--- config.mk ---
export PLATFORM = sky130hd
export DESIGN_NAME = pdfs_top
export DESIGN_NICKNAME = d
export VERILOG_FILES = /design/src/logic/pdfs_pkg.sv /design/src/logic/pdfs_in_route.sv /design/src/logic/pdfs_out_mux.sv /design/src/logic/pdfs_top.sv
export SDC_FILE = /design/constraint.sdc
export NUM_CORES = 1
export LEC_CHECK = 0
export ABC_AREA = 1
export BUFFER_PORTS_ARGS = -buffer_cell sky130_fd_sc_hd__buf_2
export CELL_PAD_IN_SITES_DETAIL_PLACEMENT = 1
export CELL_PAD_IN_SITES_GLOBAL_PLACEMENT = 2
export CORE_MARGIN = 2
export CORE_UTILIZATION = 26
export DETAILED_ROUTE_END_ITERATION = 10
export PLACE_DENSITY = 0.9
export RECOVER_POWER = 25
export SLEW_MARGIN = 0
export SYNTH_ARGS = -nofsm -noshare
export SYNTH_HDL_FRONTEND = slang
export SYNTH_SLANG_ARGS = --single-unit
export TNS_END_PERCENT = 1
--- constraint.sdc ---
create_clock -name clk_i -period 3 [get_ports clk_i]
set_clock_uncertainty 0.1 [all_clocks]
set_input_delay 0 -clock clk_i [delete_from_list [all_inputs] [get_ports clk_i]]
set_output_delay 0 -clock clk_i [all_outputs]
set_load 0.01 [all_outputs]
--- src/logic/pdfs_pkg.sv ---
package pdfs_pkg;

  // sizes of the pin bank
  localparam int PDFS_PINS = 56;
  localparam int PDFS_CAPS = 6;
  localparam int PDFS_FSEL_REGS = 14;

  // register word indexes, byte address is four times the index
  localparam logic [4:0] PDFS_IDX_DRV0 = 5'h00;
  localparam logic [4:0] PDFS_IDX_DRV1 = 5'h01;
  localparam logic [4:0] PDFS_IDX_FSEL = 5'h02;
  localparam logic [4:0] PDFS_IDX_IFS = 5'h10;
  localparam logic [3:0] PDFS_FSEL_PE_LO = 4'h8;

  // field layout
  localparam int PDFS_DRV1_LVL_W = 6;
  localparam int PDFS_SPARE_POS = 6;
  localparam logic [7:0] PDFS_PE_LO_MASK = 8'hf3;
  localparam logic [7:0] PDFS_IFS_MASK = 8'h3f;

  // reset values
  localparam logic [7:0] PDFS_DRV_RST = 8'h00;
  localparam logic [7:0] PDFS_FSEL_RST = 8'h00;
  localparam logic [5:0] PDFS_IFS_RST = 6'h00;

  // function codes of a pin field
  localparam logic [1:0] PDFS_CODE_ALT1 = 2'h2;
  localparam logic [1:0] PDFS_CODE_ALT2 = 2'h3;

  typedef enum logic [1:0] {
    PDFS_IDLE = 2'b01,
    PDFS_ACK = 2'b10
  } pdfs_bus_st_t;

  typedef struct packed {
    pdfs_bus_st_t bus_st;
    logic waitreq;
    logic [7:0] rdata;
    logic [7:0] drv0;
    logic [7:0] drv1;
    logic [PDFS_FSEL_REGS-1:0][7:0] func_sel;
    logic [5:0] input_route_select;
  } pdfs_state_t;

  localparam pdfs_state_t PDFS_ST_RST = '{
    bus_st: PDFS_IDLE,
    waitreq: 1'b1,
    rdata: 8'h00,
    drv0: PDFS_DRV_RST,
    drv1: PDFS_DRV_RST,
    func_sel: {PDFS_FSEL_REGS{PDFS_FSEL_RST}},
    input_route_select: PDFS_IFS_RST
  };

  typedef struct packed {
    logic [PDFS_CAPS-1:0] s1a;
    logic [PDFS_CAPS-1:0] s2a;
    logic [PDFS_CAPS-1:0] s1b;
    logic [PDFS_CAPS-1:0] s2b;
    logic [PDFS_CAPS-1:0] cap;
  } pdfs_route_st_t;

  typedef struct packed {
    logic [PDFS_PINS-1:0] pin;
  } pdfs_mux_st_t;

endpackage

--- src/logic/pdfs_in_route.sv ---
`timescale 1ns/10ps
module pdfs_in_route (
  input wire logic clk_i,
  input wire logic rst_i,
  input wire logic [pdfs_pkg::PDFS_CAPS-1:0] route_sel_i,
  input wire logic [pdfs_pkg::PDFS_CAPS-1:0] pin_a_i,
  input wire logic [pdfs_pkg::PDFS_CAPS-1:0] pin_b_i,
  output logic [pdfs_pkg::PDFS_CAPS-1:0] cap_o
);

  pdfs_pkg::pdfs_route_st_t st_r;
  pdfs_pkg::pdfs_route_st_t st_nxt;

  // two-stage sync of both candidate pins, then pick by route bit
  always_comb begin
    st_nxt = st_r;
    st_nxt.s1a = pin_a_i;
    st_nxt.s2a = st_r.s1a;
    st_nxt.s1b = pin_b_i;
    st_nxt.s2b = st_r.s1b;
    st_nxt.cap = (st_r.s2b & route_sel_i) | (st_r.s2a & ~route_sel_i);
  end

  always_ff @(posedge clk_i) begin
    if (rst_i) begin
      st_r <= '0;
    end else begin
      st_r <= st_nxt;
    end
  end

  assign cap_o = st_r.cap;
endmodule

--- src/logic/pdfs_out_mux.sv ---
`timescale 1ns/10ps
module pdfs_out_mux (
  input wire logic clk_i,
  input wire logic rst_i,
  input wire logic [pdfs_pkg::PDFS_PINS-1:0][1:0] sel_i,
  input wire logic [pdfs_pkg::PDFS_PINS-1:0] gpio_i,
  input wire logic [pdfs_pkg::PDFS_PINS-1:0] alt1_i,
  input wire logic [pdfs_pkg::PDFS_PINS-1:0] alt2_i,
  output logic [pdfs_pkg::PDFS_PINS-1:0] pin_o
);

  pdfs_pkg::pdfs_mux_st_t st_r;
  pdfs_pkg::pdfs_mux_st_t st_nxt;

  // codes 00 and 01 keep general i/o
  function automatic logic pick(input logic [1:0] c, input logic g, input logic a1,
                                input logic a2);
    case (c)
      pdfs_pkg::PDFS_CODE_ALT1: pick = a1;
      pdfs_pkg::PDFS_CODE_ALT2: pick = a2;
      default: pick = g;
    endcase
  endfunction

  // per-pin source choice from the selection field only
  always_comb begin
    st_nxt = st_r;
    for (int i = 0; i < pdfs_pkg::PDFS_PINS; i++) begin
      st_nxt.pin[i] = pick(sel_i[i], gpio_i[i], alt1_i[i], alt2_i[i]);
    end
  end

  always_ff @(posedge clk_i) begin
    if (rst_i) begin
      st_r <= '0;
    end else begin
      st_r <= st_nxt;
    end
  end

  assign pin_o = st_r.pin;
endmodule

--- src/logic/pdfs_top.sv ---
`timescale 1ns/10ps
// What this block does
// - drive bits 0,1 set port A nibbles
// - drive bit 2 sets port B low nibble
// - bit clear minimum, bit set maximum drive
// - second drive bit 5 sets port G high
// - pin function chosen only by selection registers
// - per-port output selects plus one input select
// - input select routes capture inputs from pins
// - one drive bit per four-pin group
// - two-bit field per pin, 10/11 alternate
module pdfs_top (
  input wire logic clk_i,
  input wire logic rst_i,
  input wire logic [6:0] avs_address_i,
  input wire logic avs_read_i,
  input wire logic avs_write_i,
  input wire logic [31:0] avs_writedata_i,
  input wire logic [3:0] avs_byteenable_i,
  output logic [31:0] avs_readdata_o,
  output logic avs_waitrequest_o,
  output logic [13:0] drive_level_o,
  output logic [pdfs_pkg::PDFS_FSEL_REGS-1:0][7:0] func_sel_o,
  input wire logic [pdfs_pkg::PDFS_PINS-1:0] gpio_out_i,
  input wire logic [pdfs_pkg::PDFS_PINS-1:0] alt1_out_i,
  input wire logic [pdfs_pkg::PDFS_PINS-1:0] alt2_out_i,
  output logic [pdfs_pkg::PDFS_PINS-1:0] pin_out_o,
  input wire logic [pdfs_pkg::PDFS_CAPS-1:0] cap_pin_a_i,
  input wire logic [pdfs_pkg::PDFS_CAPS-1:0] cap_pin_b_i,
  output logic [pdfs_pkg::PDFS_CAPS-1:0] cap_o
);

  pdfs_pkg::pdfs_state_t st_r;
  pdfs_pkg::pdfs_state_t st_nxt;
  logic [4:0] idx;
  logic acc_wr;
  logic idle_rd;

  // selection register slot of a word index
  function automatic logic [3:0] fsel_slot(input logic [4:0] i);
    logic [4:0] k;
    k = i - pdfs_pkg::PDFS_IDX_FSEL;
    fsel_slot = k[3:0];
  endfunction

  // true for the word indexes of the selection registers
  function automatic logic is_fsel(input logic [4:0] i);
    is_fsel = (i >= pdfs_pkg::PDFS_IDX_FSEL) && (i < pdfs_pkg::PDFS_IDX_IFS);
  endfunction

  // read value of a word index, unmapped words read zero
  function automatic logic [7:0] rd_val(input pdfs_pkg::pdfs_state_t s,
                                        input logic [4:0] i);
    rd_val = 8'h00;
    if (i == pdfs_pkg::PDFS_IDX_DRV0) begin
      rd_val = s.drv0;
    end else if (i == pdfs_pkg::PDFS_IDX_DRV1) begin
      rd_val = s.drv1;
    end else if (is_fsel(i)) begin
      rd_val = s.func_sel[fsel_slot(i)];
    end else if (i == pdfs_pkg::PDFS_IDX_IFS) begin
      rd_val = {2'b00, s.input_route_select};
    end
  endfunction

  // implemented bits of a selection register
  function automatic logic [7:0] fsel_mask(input logic [3:0] slot);
    if (slot == pdfs_pkg::PDFS_FSEL_PE_LO) begin
      fsel_mask = pdfs_pkg::PDFS_PE_LO_MASK;
    end else begin
      fsel_mask = 8'hff;
    end
  endfunction

  // word index and access qualifiers of the current request
  assign idx = avs_address_i[6:2];
  assign acc_wr = (st_r.bus_st == pdfs_pkg::PDFS_ACK) && avs_write_i && avs_byteenable_i[0];
  assign idle_rd = (st_r.bus_st == pdfs_pkg::PDFS_IDLE) && avs_read_i;

  // bus handshake and register writes
  always_comb begin
    st_nxt = st_r;
    case (st_r.bus_st)
      pdfs_pkg::PDFS_IDLE: begin
        st_nxt.waitreq = 1'b1;
        if (avs_read_i || avs_write_i) begin
          st_nxt.bus_st = pdfs_pkg::PDFS_ACK;
          st_nxt.waitreq = 1'b0;
          st_nxt.rdata = avs_read_i ? rd_val(st_r, idx) : 8'h00;
        end
      end
      pdfs_pkg::PDFS_ACK: begin
        st_nxt.bus_st = pdfs_pkg::PDFS_IDLE;
        st_nxt.waitreq = 1'b1;
        // write lands at the edge where waitrequest is seen low
        if (acc_wr) begin
          if (idx == pdfs_pkg::PDFS_IDX_DRV0) begin
            st_nxt.drv0 = avs_writedata_i[7:0];
          end else if (idx == pdfs_pkg::PDFS_IDX_DRV1) begin
            st_nxt.drv1 = avs_writedata_i[7:0];
          end else if (is_fsel(idx)) begin
            st_nxt.func_sel[fsel_slot(idx)] =
              avs_writedata_i[7:0] & fsel_mask(fsel_slot(idx));
          end else if (idx == pdfs_pkg::PDFS_IDX_IFS) begin
            st_nxt.input_route_select = avs_writedata_i[5:0] & pdfs_pkg::PDFS_IFS_MASK[5:0];
          end
        end
      end
      default: begin
        st_nxt.bus_st = pdfs_pkg::PDFS_IDLE;
        st_nxt.waitreq = 1'b1;
      end
    endcase
  end

  // state register, reset clears the data fields and rdata, raises waitreq and enters PDFS_IDLE
  always_ff @(posedge clk_i) begin
    if (rst_i) begin
      st_r <= pdfs_pkg::PDFS_ST_RST;
    end else begin
      st_r <= st_nxt;
    end
  end

  // bus answer
  assign avs_readdata_o = {24'h000000, st_r.rdata};
  assign avs_waitrequest_o = st_r.waitreq;

  // one level bit per nibble, ports a..d then e..g
  assign drive_level_o = {st_r.drv1[pdfs_pkg::PDFS_DRV1_LVL_W-1:0], st_r.drv0};
  assign func_sel_o = st_r.func_sel;

  // output function mux for every pin
  pdfs_out_mux u_out_mux (
    .clk_i(clk_i),
    .rst_i(rst_i),
    .sel_i(st_r.func_sel),
    .gpio_i(gpio_out_i),
    .alt1_i(alt1_out_i),
    .alt2_i(alt2_out_i),
    .pin_o(pin_out_o)
  );

  // capture inputs routed from one of two pins
  pdfs_in_route u_in_route (
    .clk_i(clk_i),
    .rst_i(rst_i),
    .route_sel_i(st_r.input_route_select),
    .pin_a_i(cap_pin_a_i),
    .pin_b_i(cap_pin_b_i),
    .cap_o(cap_o)
  );
endmodule
======== Word-level counts from Yosys, hierarchy flattened ========
Index checks and enable logic that the tools add are counted.
storage, ports and cells
  input port bits ......................... 227
  RAM bits ................................ 0
  logic and storage cells ................. 242
  latch bits .............................. 0
  memories kept ........................... 0
  bits in read-only memories .............. 0
  register bits ........................... 231
cells by class
  reductions and logical operators ........ 12
  add/subtract/negate cells ............... 1
  bitwise logic cells ..................... 9
  shift operators ......................... 0
  mux-type cells .......................... 73
  divide/modulo/power cells ............... 0
  equal/unequal tests ..................... 117
  magnitude comparators ................... 4
  $mul .................................... 0
operator list
  operator            count
  $eq 2x2->1 const B  113
  $bwmux 112          1
  $pmux 1 s2          56
  $mux 8              11
  $bmux 8 s4          1
  $demux 8 s4         1
  $and 6x6->6         2
  $mux 9              1
  $and 8x8->8         1
  $mux 6              1
  $not 6->6           1
  $or 6x6->6          1
  $reduce_and 6->1    1
  $eq 5x1->1 const B  1
  $eq 5x5->1 const B  1
  $ge 5x2->1 const B  1
  $logic_not 5->1     1
  $lt 4x5->1 const B  1
  $lt 5x5->1 const B  1
  $reduce_and 5->1    1
  $eq 4x4->1 const B  1
  $ge 4x1->1 const B  1
  $logic_and 1x1->1   4
  $mux 4              1
  other kinds (8)     11

======== Logic depth before layout (Yosys ltp) ========
Gate-level depths: netlist of run 1.
  word-level depth ........................ 10
  depth in mapped cells ................... 18
  mapped depth without buffers ............ 14

======== Modules after synthesis ========
A second synthesis of run 1 with hierarchy kept.
second synthesis, totals
  cell total of the unflattened synthesis .. 1853
  area, all modules ....................... 12145.4 um^2
modules (own cells, without submodules)
  module         area an instance (um^2)  cells each  instances
  pdfs_top       8235.4                   1225        1
  pdfs_out_mux   2934.1                   510         1
  pdfs_in_route  975.9                    118         1

======== Worst setup path before layout of run 1 ========
Ideal clock, no wire load.
  kind .................................... input-to-reg
  start point ............................. in avs_address_i[3]
  end point ............................... reg st_r (netlist bit func_sel_o[100])
  path slack .............................. 0.684 ns
  required time ........................... 2.768 ns
  data arrival time ....................... 2.084 ns
  cell stages on the path ................. 11
  library setup time ...................... 0.132 ns
  cells stage by stage .................... buf_2 -> inv_2 -> buf_2 -> buf_1 -> ha_1 -> inv_1 -> nand3_1 -> nor2_1 -> nand2_1 -> nand2_1 -> a21oi_1
between the ends
  cells in the longest elaborated chain, start to end .. 6
  elaborated cells on any way between the ends .. 15
  classes of those cells .................. add/sub (1); order compare (4); eq/ne (1); mux (3); bitwise (2); reduce/logical (4)
ends and longest elaborated chain
  item                                                                   RTL line         RTL
  start: declaration                                                     pdfs_top.sv:15   input wire logic [6:0] avs_address_i,
  $sub 4x2->4                                                            pdfs_top.sv:42   k = i - pdfs_pkg::PDFS_IDX_FSEL;
  $lt 4x5->1 (implied by the code) / $ge 4x1->1 (equally long branches)  pdfs_top.sv:102  st_nxt.func_sel[fsel_slot(idx)] =
  $logic_and 1x1->1 (implied by the code)                                pdfs_top.sv:102
  $mux 8 (implied by the code)                                           pdfs_top.sv:102
  $demux 8 s4                                                            pdfs_top.sv:102
  $bwmux 112                                                             pdfs_top.sv:102
  end signal: assignment                                                 pdfs_top.sv:119  st_r <= pdfs_pkg::PDFS_ST_RST;
  end signal: assignment                                                 pdfs_top.sv:121  st_r <= st_nxt;
  end: declaration                                                       pdfs_top.sv:33   pdfs_pkg::pdfs_state_t st_r;
Parallel ways exist; a longest one is shown, timed or not.
A chain may end at the register's enable or synchronous reset.

======== Final worst setup path of run 1 ========
  start point ............................. in avs_address_i[4]
  end point ............................... reg st_r (netlist bit func_sel_o[8])
The elaborated chain is that of the path after synthesis.

==> impl_metrics.csv, run 1 <==
group,metric,value,unit
global_routing,grt_pass1_wl,74020,um
clocking,clock_sinks,231,
route,num_vias,11960,
clocking,ctsResizeCount,0,
yosys,syn-cell-area,0.01147,mm2
critical_path,critPathMaxFanout,44,
yosys,async_flop_share,0,
route,drt-vias-per-instance,4.550,
power,power.leakage,0.006920,uW
timing,setup_viol_count_final,0,
yosys,syn_avg_cell_area,6.975,um2
placed_design,portBuffers,394,
layout,fillers,5546,
critical_path,worstSetupPathType,"input pin to flip-flop",
clocking,post_cts_buffers,0,
critical_path,worstPathArrival,3020,ps
clocking,clockBufferDepth,3,
clocking,root_buffer,"clkbuf_16",
floorplan,io_pins,448,
clocking,clkTransAtPathRegs,60,ps
clocking,clkLatencyLatePin,550,ps
floorplan,rows,76,
global_routing,track_usage,0.2056,
route,drt_first_iter_violations,621,
global_routing,grt_use_met1,0.2620,
yosys,synthDominantCellAreaShare,0.4033,
floorplan,initial_utilization,0.2650,
placed_design,gp_congestion,0.9134,
route,wire_per_inst,18.48,um
global_routing,antenna_found_initial,3,
yosys,yosys-top-cells-area,"dfxtp_1, nand2_1, buf_4, inv_1, a21oi_1",
timing,tightest_slew,1254,ps
yosys,synthFlopType,"dfxtp_1",
floorplan,die_h,214.0,um
layout,fin_nets,2248,
critical_path,endpoint_kind,"flip-flop",
clocking,cts_hold_buf,141,
placed_design,hpwlAfterDp,34110,um
yosys,synthCells,1644,
timing,fmax,0.3712,GHz
run_status,status,"complete, no violations",
floorplan,core_area,0.04327,mm2
route,drc,0,
route,routed_wl,48560,um
global_routing,grt-ovfl-total,0,
timing,period_minus_slack,2694,ps
yosys,ys_seq_elements,231,
yosys,synth_top_area_cell,"dfxtp_1",
critical_path,cp-start-kind,"input pin",
power,finalPower,7748,uW
power,vdd_drop_max,332.7,uV
clocking,cts_buffers,29,
yosys,synth-edff-count,0,
timing,rsz0062_at_grt,"no",
critical_path,required,3330,ps
global_routing,grt_max_degree,82,
yosys,yosys_warnings,0,
floorplan,fp.dieW,214.0,um
floorplan,die_area,0.04580,mm2
clocking,htreeDepth,1,
layout,drive_gt1_frac,0.1867,
layout,areaGrowthSynthToFinish,32.12,%
timing,slew_viol_final,0,
route,detail-route-antenna-nets,0,
global_routing,grt_use_met3,0.03021,
timing,period_share,0.8980,
timing,slew_headroom,0.1633,
timing,timing.setup.tns,0,ps
route,dr.pass1.iters,5,
clocking,tritoncts,"built",
power,power.density,511.4,mW/mm2
global_routing,grt-busiest-layer,"met2",
global_routing,grt_pass1_vias,12320,
min_path,worstHoldPathType,"input pin to flip-flop",
global_routing,grtUsageMet2,0.3597,
yosys,yosysSeqAreaShare,0.4033,
job,drv_cap,0,
yosys,synth_cell_types,34,
timing,hold_violations,0,
==> cell usage in the layout, fill, tap and decap left out, types with 5 or more instances in the layout <==
master	n
clkbuf_8	6
o21ai_1	10
inv_1	216
nand2_1	403
dlygate4sd3_1	141
nand3_1	103
nand3_2	8
a21oi_1	138
nor2_1	93
o21ai_0	102
conb_1	24
o22ai_1	9
dfxtp_1	231
o211ai_1	63
buf_4	16
clkbuf_16	29
clkbuf_1	111
buf_2	290
clkinv_2	5
==> registers in the layout (all words and copies together), names as in the netlist <==
register / count
u_in_route.st_r: 12
st_r: 10
u_out_mux.pin_o: 56
avs_waitrequest_o: 1
u_in_route.st_nxt: 12
func_sel_o: 112
avs_readdata_o: 8
drive_level_o: 14
u_in_route.cap_o: 6
==> power breakdown <==
group / internal [uW] / leakage (uW) / switching, uW / total, uW
combinational: 363 / 0.00455 / 527 / 890
clock: 2270 / 0.000486 / 1430 / 3700
sequential: 3140 / 0.00188 / 21.6 / 3160
total: 5770 / 0.00692 / 1980 / 7750
==> worst max-delay path, cell delays in order <==
cell and delay, ps:
dlygate4sd3_1 570, buf_2 140, nor2_1 50, dlygate4sd3_1 550
nand2_1 70, nor2_2 80, nor2_4 150, nand3_2 90
inv_4 440, nand3_2 480, o21ai_0 320, a21oi_1 60
==> cell type report <==
class	count	area (um2)	share of cell area
Timing Repair Buffer	552	3393	0.2240
Sequential cell	231	4624	0.3052
Antenna cell	2	5.005	0.0003303
Inverter	224	848.3	0.05599
Tap cell	585	732.0	0.04831
Clock buffer	42	834.6	0.05508
Clock inverter	11	167.7	0.01107
Multi-Input combinational cell	981	4546	0.3000
==> cells in the mapped netlist, types with 3 or more instances <==
cell type and number:
nor2_1 95, inv_2 4, buf_1 6, o21ai_0 102, nand3_1 103, o211ai_1 63
nand2_1 403, a21oi_1 138, nand3_2 8, buf_2 12, o21ai_1 10, inv_1 217
buf_4 164, nand4_1 3, dfxtp_1 231, buf_6 6, o22ai_1 9, or2_1 4
clkbuf_1 43
==> path summary, 6_finish.rpt <==
kind	start	endpoint	slack, ps	depth (start not counted)
worst max-delay path	avs_address_i[4]	func_sel_o[8]	310	12
worst min-delay path	avs_address_i[6]	avs_readdata_o[5]	50	9
worst max register to register	st_r[143]	func_sel_o[8]	600	8
worst min register to register	u_in_route.st_nxt[19]	u_in_route.st_r[19]	300	2
==> per-stage QoR <==
stage / hold slack, ps / setup WS [ps] / instance area, um2 / util / cells
finish: 50.83 / 305.9 / 15150 / 0.3502 / 2628
global route: 93.49 / 99.48 / 15150 / 0.3502 / 2628
CTS: 12.30 / 282.5 / 15280 / 0.3531 / 2626
detailed placement: 109.3 / 319.1 / 12860 / 0.2973 / 2432
global placement: 108.0 / 393.4 / 12860 / 0.2973 / 2432
floorplan: 6.967 / 683.5 / 11550 / - / 1667
==> cells by family after synthesis <==
logic type                 Yosys count  synth area share
buffers and inverters              455            0.2083
AOI/OAI and AO/OA                  327            0.1586
adders and majority gates            2          0.002182
and+or+nand+nor                    628            0.2273
DFF                                231            0.4033
other                                1         0.0003270
==> metal layers <==
layer / wire (um) / vias up
li1: - / 5786
met4: 1207 / 2
met1: 21300 / 5774
met3: 2271 / 70
met5: 12 / -
met2: 23760 / 326
Power figures use the tool's default switching activity.
==> run 2: changes to the inputs <==
--- a/config.mk
+++ b/config.mk
@@ -5,14 +5,13 @@
 export SDC_FILE = /design/constraint.sdc
 export NUM_CORES = 1
 export LEC_CHECK = 0
-export ABC_AREA = 1
 export BUFFER_PORTS_ARGS = -buffer_cell sky130_fd_sc_hd__buf_2
 export CELL_PAD_IN_SITES_DETAIL_PLACEMENT = 1
 export CELL_PAD_IN_SITES_GLOBAL_PLACEMENT = 2
 export CORE_MARGIN = 2
-export CORE_UTILIZATION = 26
+export CORE_UTILIZATION = 31
 export DETAILED_ROUTE_END_ITERATION = 10
-export PLACE_DENSITY = 0.9
+export PLACE_DENSITY = 0.95
 export RECOVER_POWER = 25
 export SLEW_MARGIN = 0
 export SYNTH_ARGS = -nofsm -noshare
==> constraint.sdc (replaced) <==
create_clock -name clk_i -period 3.3 [get_ports clk_i]
set_clock_uncertainty 0.1 [all_clocks]
set_input_delay 0 -clock clk_i [delete_from_list [all_inputs] [get_ports clk_i]]
set_output_delay 0 -clock clk_i [all_outputs]
set_load 0.01 [all_outputs]
==> run 2 against run 1 <==
  * Area after synthesis down 2.4%
  * Clock power is 16% lower
  * Combinational power fell by 20%
  * Global-route usage up 1.2 points
  * Cell count fell by 24%
  * Setup slack better by 440 ps
  * Sequential share of layout area rose by 0.80 points
  * Critical path depth fell by 7
  * Sequential power down 9.5%
  * Count of clock-buffer cells in the layout rose by 5
==> impl_metrics.csv, run 2 <==
group,metric,value,unit
clocking,htreeDepth,1,
yosys,synth-edff-count,0,
power,power.density,453.2,mW/mm2
yosys,synth_common_cells,"dfxtp_1, mux2i_1, buf_4, nor2_1, a211oi_1",
layout,areaGrowthSynthToFinish,31.84,%
global_routing,grt_max_degree,90,
timing,fmax,0.3910,GHz
min_path,worstHoldPathType,"input pin to flip-flop",
critical_path,reg2reg_depth,5,
layout,final_common_cell,"buf_2",
power,power.leakage,0.006178,uW
floorplan,io_pins,448,
timing,hold_ws,136.1,ps
clocking,post_cts_buffers,0,
power,internal-power,5082,uW
yosys,synthFlopType,"dfxtp_1",
global_routing,antenna_found_initial,0,
clocking,cts_buffers,28,
clocking,clockBufferDepth,3,
job,drv_cap,0,
critical_path,worstSetupPathType,"flip-flop to flip-flop",
power,p_sw_frac,0.2404,
clocking,clkLatencyLatePin,540,ps
yosys,yosys-top-cells-area,"dfxtp_1, mux2i_1, buf_4, nor2_1, a211oi_1",
global_routing,grt_pass1_wl,63360,um
route,wire_per_inst,21.27,um
critical_path,crit_path_end,"func_sel_o[22]",
global_routing,grt_pass1_vias,10550,
floorplan,rows,69,
critical_path,reg2reg_to,"func_sel_o[22]",
clocking,clock_sinks,231,
placed_design,gp_congestion,0.8437,
critical_path,r2r_slack,740,ps
layout,most-common-layout-cells,"buf_2, dfxtp_1, mux2i_1",
power,vdd_drop_max,346.9,uV
route,drt_first_iter_violations,452,
timing,timing.setup.tns,0,ps
floorplan,core_area,0.03557,mm2
yosys,ys_seq_elements,231,
layout,drive_gt1_frac,0.2672,
timing,tightest_slew,907.0,ps
clocking,root_buffer,"clkbuf_16",
critical_path,endpoint_kind,"flip-flop",
power,clockPowerShare,0.466,
clocking,tritoncts,"built",
placed_design,hpwlAfterDp,28550,um
route,drc,0,
yosys,syn-cell-area,0.01120,mm2
floorplan,die_area,0.03766,mm2
floorplan,initial_utilization,0.3148,
floorplan,die_h,194.1,um
layout,largest_reg_flops,112,
layout,post-route-util,0.4150,
timing,slew_headroom,0.3953,
clocking,clkTransAtPathRegs,60,ps
timing,finalWorstSetupSlack,742.5,ps
timing,hold_violations,0,
critical_path,cp-start-kind,"flip-flop",
yosys,synth_cell_types,55,
floorplan,fp.dieW,194.1,um
route,drt-vias-per-instance,4.927,
timing,period_share,0.7750,
placed_design,placed_area,0.01242,mm2
yosys,synthDominantCellAreaShare,0.4130,
critical_path,critPathMaxFanout,10,
yosys,yosysSeqAreaShare,0.4130,
route,dr.pass1.iters,8,
yosys,syn_avg_cell_area,9.988,um2
yosys,async_flop_share,0,
route,detail-route-antenna-nets,0,
critical_path,worstPathArrival,2850,ps
timing,rsz0062_at_grt,"no",
global_routing,track_usage,0.2173,
power,seqPwrFrac,0.428,
placed_design,dp_slack,680.6,ps
layout,fin_nets,1735,
route,routed_wl,42280,um
placed_design,portBuffers,394,
yosys,synth_top_area_cell,"dfxtp_1",
yosys,yosysMostFrequentCell,"dfxtp_1",
yosys,synthCells,1121,
timing,slew_viol_final,0,
critical_path,crit_path_start,"st_r[143]",
route,num_vias,9794,
yosys,yosys_warnings,0,
layout,antenna_cells,0,
critical_path,required,3590,ps
timing,setup_viol_count_final,0,
layout,post-route-cell-area,0.01476,mm2
power,combPwrFrac,0.106,
run_status,status,"complete, no violations",
timing,period_minus_slack,2558,ps
power,p_sw,1609,uW
critical_path,r2r-start,"st_r[143]",
global_routing,grt-ovfl-total,0,
## run 2: cell families after synthesis
logic type	count (synthesis)	share of synthesized area
other cells	1	0.0003349
mux	216	0.2132
fa+ha+maj	2	0.002235
xor+xnor	2	0.001565
flops	231	0.4130
buf+inv	229	0.1386
compound gates	129	0.08604
simple gates	311	0.1450
## run 2: final cells by class
type | instances | area (um2)
clock inverters | 4 | 48.80
flip-flops and latches | 231 | 4624
fillers | 4154 | 20810
clock buffers | 47 | 893.4
well taps | 461 | 576.8
multi-input cells | 684 | 5110
repair buffers | 557 | 3493
inverters | 4 | 15.01
## run 2: worst min-delay path by stage
stage,startpoint,end,slack (ps),cells past startpoint
floorplan,cap_pin_b_i[4],u_in_route.st_nxt[10],30,1
global placement,cap_pin_b_i[4],u_in_route.st_nxt[10],110,2
detailed placement,cap_pin_b_i[4],u_in_route.st_nxt[10],120,2
CTS,avs_address_i[5],avs_readdata_o[4],100,6
global route,avs_address_i[4],avs_readdata_o[4],140,6
finish,avs_address_i[5],avs_readdata_o[4],140,6
## run 2: stage by stage
step	std cells	total power, uW
6_report	1988	6690
2_1_floorplan	1144	3257
3_3_place_gp	1786	3473
5_1_grt	1988	6951
4_1_cts	1988	6764
3_5_place_dp	1786	3492
## run 2: power groups by stage
stage               clock (uW)  sequential (uW)  combinational (uW)
floorplan                    0             2940                 315
global placement             0             2920                 552
detailed placement           0             2920                 568
CTS                       3200             2860                 705
global route              3320             2870                 766
finish                    3120             2860                 710
## run 2: repair_timing
item	4_1_cts	5_1_grt
endpoints found under the hold margin	202	0
resized for setup	0	0
hold buffers	151	0
## run 2: worst max-delay path, cell delays in order (launching register included)
cell	delay, ps
dfxtp_1	300
and4b_1	540
nand4_1	340
nor3_4	680
mux2i_1	350
nor2_1	80
## run 2: metal layers
metal	vias to the layer above	global-route usage	routed length, um
met4	0	0.09512	1945
met1	4808	0.2659	17700
met2	366	0.3725	20340
met3	104	0.03949	2291
li1	4516	-	-
met5	-	0	0
==> run 3: changes to the inputs <==
--- a/config.mk
+++ b/config.mk
@@ -9,9 +9,9 @@
 export CELL_PAD_IN_SITES_DETAIL_PLACEMENT = 1
 export CELL_PAD_IN_SITES_GLOBAL_PLACEMENT = 2
 export CORE_MARGIN = 2
-export CORE_UTILIZATION = 31
+export CORE_UTILIZATION = 26
 export DETAILED_ROUTE_END_ITERATION = 10
-export PLACE_DENSITY = 0.95
+export PLACE_DENSITY = 0.86
 export RECOVER_POWER = 25
 export SLEW_MARGIN = 0
 export SYNTH_ARGS = -nofsm -noshare
==> constraint.sdc (replaced) <==
create_clock -name clk_i -period 2.2 [get_ports clk_i]
set_clock_uncertainty 0.1 [all_clocks]
set_input_delay 0 -clock clk_i [delete_from_list [all_inputs] [get_ports clk_i]]
set_output_delay 0 -clock clk_i [all_outputs]
set_load 0.01 [all_outputs]
==> run 3 against run 2 <==
  * Worst hold slack lost 71 ps
  * Core utilization decreased by 5.8 points
  * Critical path depth rose by 2
  * Cell area rose by 3.6%
  * Via count about the same
  * Setup slack lost 640 ps
  * Global-route usage shrank 2.9 points
  * Clock power rose by 61%
  * Non-clock buffer count is 34 higher
  * Wire length up 2.4%
  * Power rose by 56%
  * Highest routed layer unchanged
==> impl_metrics.csv, run 3 (synthesized netlist as in run 2, its figures left out) <==
group,metric,value,unit
run_status,status,"complete, no violations",
power,combPwrFrac,0.103,
power,p_sw_frac,0.2453,
layout,largest_reg_flops,112,
clocking,clockBufferDepth,3,
timing,tightest_slew,666.5,ps
route,drt-vias-per-instance,4.642,
timing,rsz0062_at_grt,"no",
timing,setup_viol_count_final,0,
power,p_sw,2552,uW
global_routing,antenna_found_initial,1,
placed_design,portBuffers,394,
critical_path,endpoint_kind,"flip-flop",
floorplan,io_pins,448,
layout,most-common-layout-cells,"buf_2, dfxtp_1, mux2i_1",
timing,period_share,0.9522,
timing,period_minus_slack,2095,ps
clocking,clock_sinks,231,
global_routing,track_usage,0.1882,
global_routing,grt_max_degree,91,
route,drt_first_iter_violations,467,
timing,hold_violations,0,
route,drc,0,
floorplan,fp.dieW,211.5,um
placed_design,hpwlAfterDp,31060,um
timing,slew_viol_final,0,
route,detail-route-antenna-nets,0,
critical_path,cp-start-kind,"input pin",
floorplan,initial_utilization,0.2617,
power,internal-power,7852,uW
power,vdd_drop_max,457.0,uV
timing,timing.setup.tns,0,ps
clocking,clkLatencyLatePin,560,ps
floorplan,core_area,0.04279,mm2
timing,slew_headroom,0.5527,
route,routed_wl,43300,um
clocking,clkTransAtPathRegs,60,ps
floorplan,die_h,211.5,um
timing,fmax,0.4774,GHz
global_routing,grt-ovfl-total,0,
clocking,htreeDepth,1,
timing,hold_ws,64.93,ps
power,clockPowerShare,0.484,
layout,fin_nets,1770,
clocking,tritoncts,"built",
placed_design,placed_area,0.01290,mm2
layout,final_common_cell,"buf_2",
route,wire_per_inst,20.53,um
critical_path,worstSetupPathType,"input pin to flip-flop",
route,num_vias,9789,
placed_design,gp_congestion,0.8459,
clocking,cts_buffers,29,
route,dr.pass1.iters,5,
clocking,post_cts_buffers,0,
power,seqPwrFrac,0.413,
layout,post-route-cell-area,0.01529,mm2
layout,post-route-util,0.3574,
power,power.leakage,0.006405,uW
global_routing,grt_pass1_vias,10430,
job,drv_cap,0,
min_path,worstHoldPathType,"input pin to flip-flop",
layout,areaGrowthSynthToFinish,36.60,%
critical_path,critPathMaxFanout,10,
global_routing,grt_pass1_wl,63410,um
layout,drive_gt1_frac,0.2892,
layout,antenna_cells,0,
clocking,root_buffer,"clkbuf_16",
floorplan,rows,76,
critical_path,required,2530,ps
critical_path,worstPathArrival,2420,ps
floorplan,die_area,0.04474,mm2
power,power.density,680.3,mW/mm2
-- run 3: stage by stage --
| step | total power, uW | cells | setup slack (ps) |
|---|---|---|---|
| after global routing | 10790 | 2109 | 26.34 |
| after floorplan | 4886 | 1144 | 17.52 |
| after CTS | 10560 | 2109 | 160.8 |
| after detailed placement | 5258 | 1907 | 65.20 |
| after global placement | 5232 | 1907 | 151.0 |
| final | 10400 | 2109 | 105.2 |
-- run 3: area by class of cell --
type / instances / area [um2]
inverter: 4 / 15.01
tap: 546 / 683.2
fill: 4969 / 27500
multi-input combinational: 684 / 5121
timing repair buffer: 591 / 3846
clock buffer: 33 / 760.7
clock inverter: 20 / 244.0
sequential: 231 / 4624
-- run 3: metal layers --
layer,part of all wire,global-route usage
met2,0.49,0.3308
met5,0,0
met1,0.42,0.2312
met3,0.053,0.03427
met4,0.035,0.06265
-- run 3: worst paths after layout --
kind	startpoint	end	slack, ps	depth (start not counted)
worst min register to register	u_in_route.st_nxt[19]	u_in_route.st_r[19]	340	1
worst max-delay path	avs_address_i[2]	avs_readdata_o[3]	110	7
worst min-delay path	avs_address_i[6]	drive_level_o[5]	60	5
worst max register to register	st_r[143]	avs_readdata_o[4]	250	5
-- run 3: repair_timing --
| item | in CTS | in global routing |
|---|---|---|
| setup endpoints to repair | 0 | 2 |
| hold buffers | 149 | 0 |
| endpoints found under the hold margin | 209 | 0 |
| resized for setup | 0 | 1 |
-- run 3: critical path: stages --
cell           delay (ps)
dlygate4sd3_1         580
buf_2                 280
buf_4                 250
buf_4                 260
mux4_2                600
o221ai_1              290
a311oi_1              150
-- run 3: power by group through the flow --
stage | logic [uW] | clock network (uW) | registers [uW]
after floorplan | 473 | 0 | 4410
after global placement | 847 | 0 | 4380
after detailed placement | 870 | 0 | 4390
after CTS | 1080 | 5190 | 4300
after global routing | 1160 | 5330 | 4300
final | 1070 | 5030 | 4300
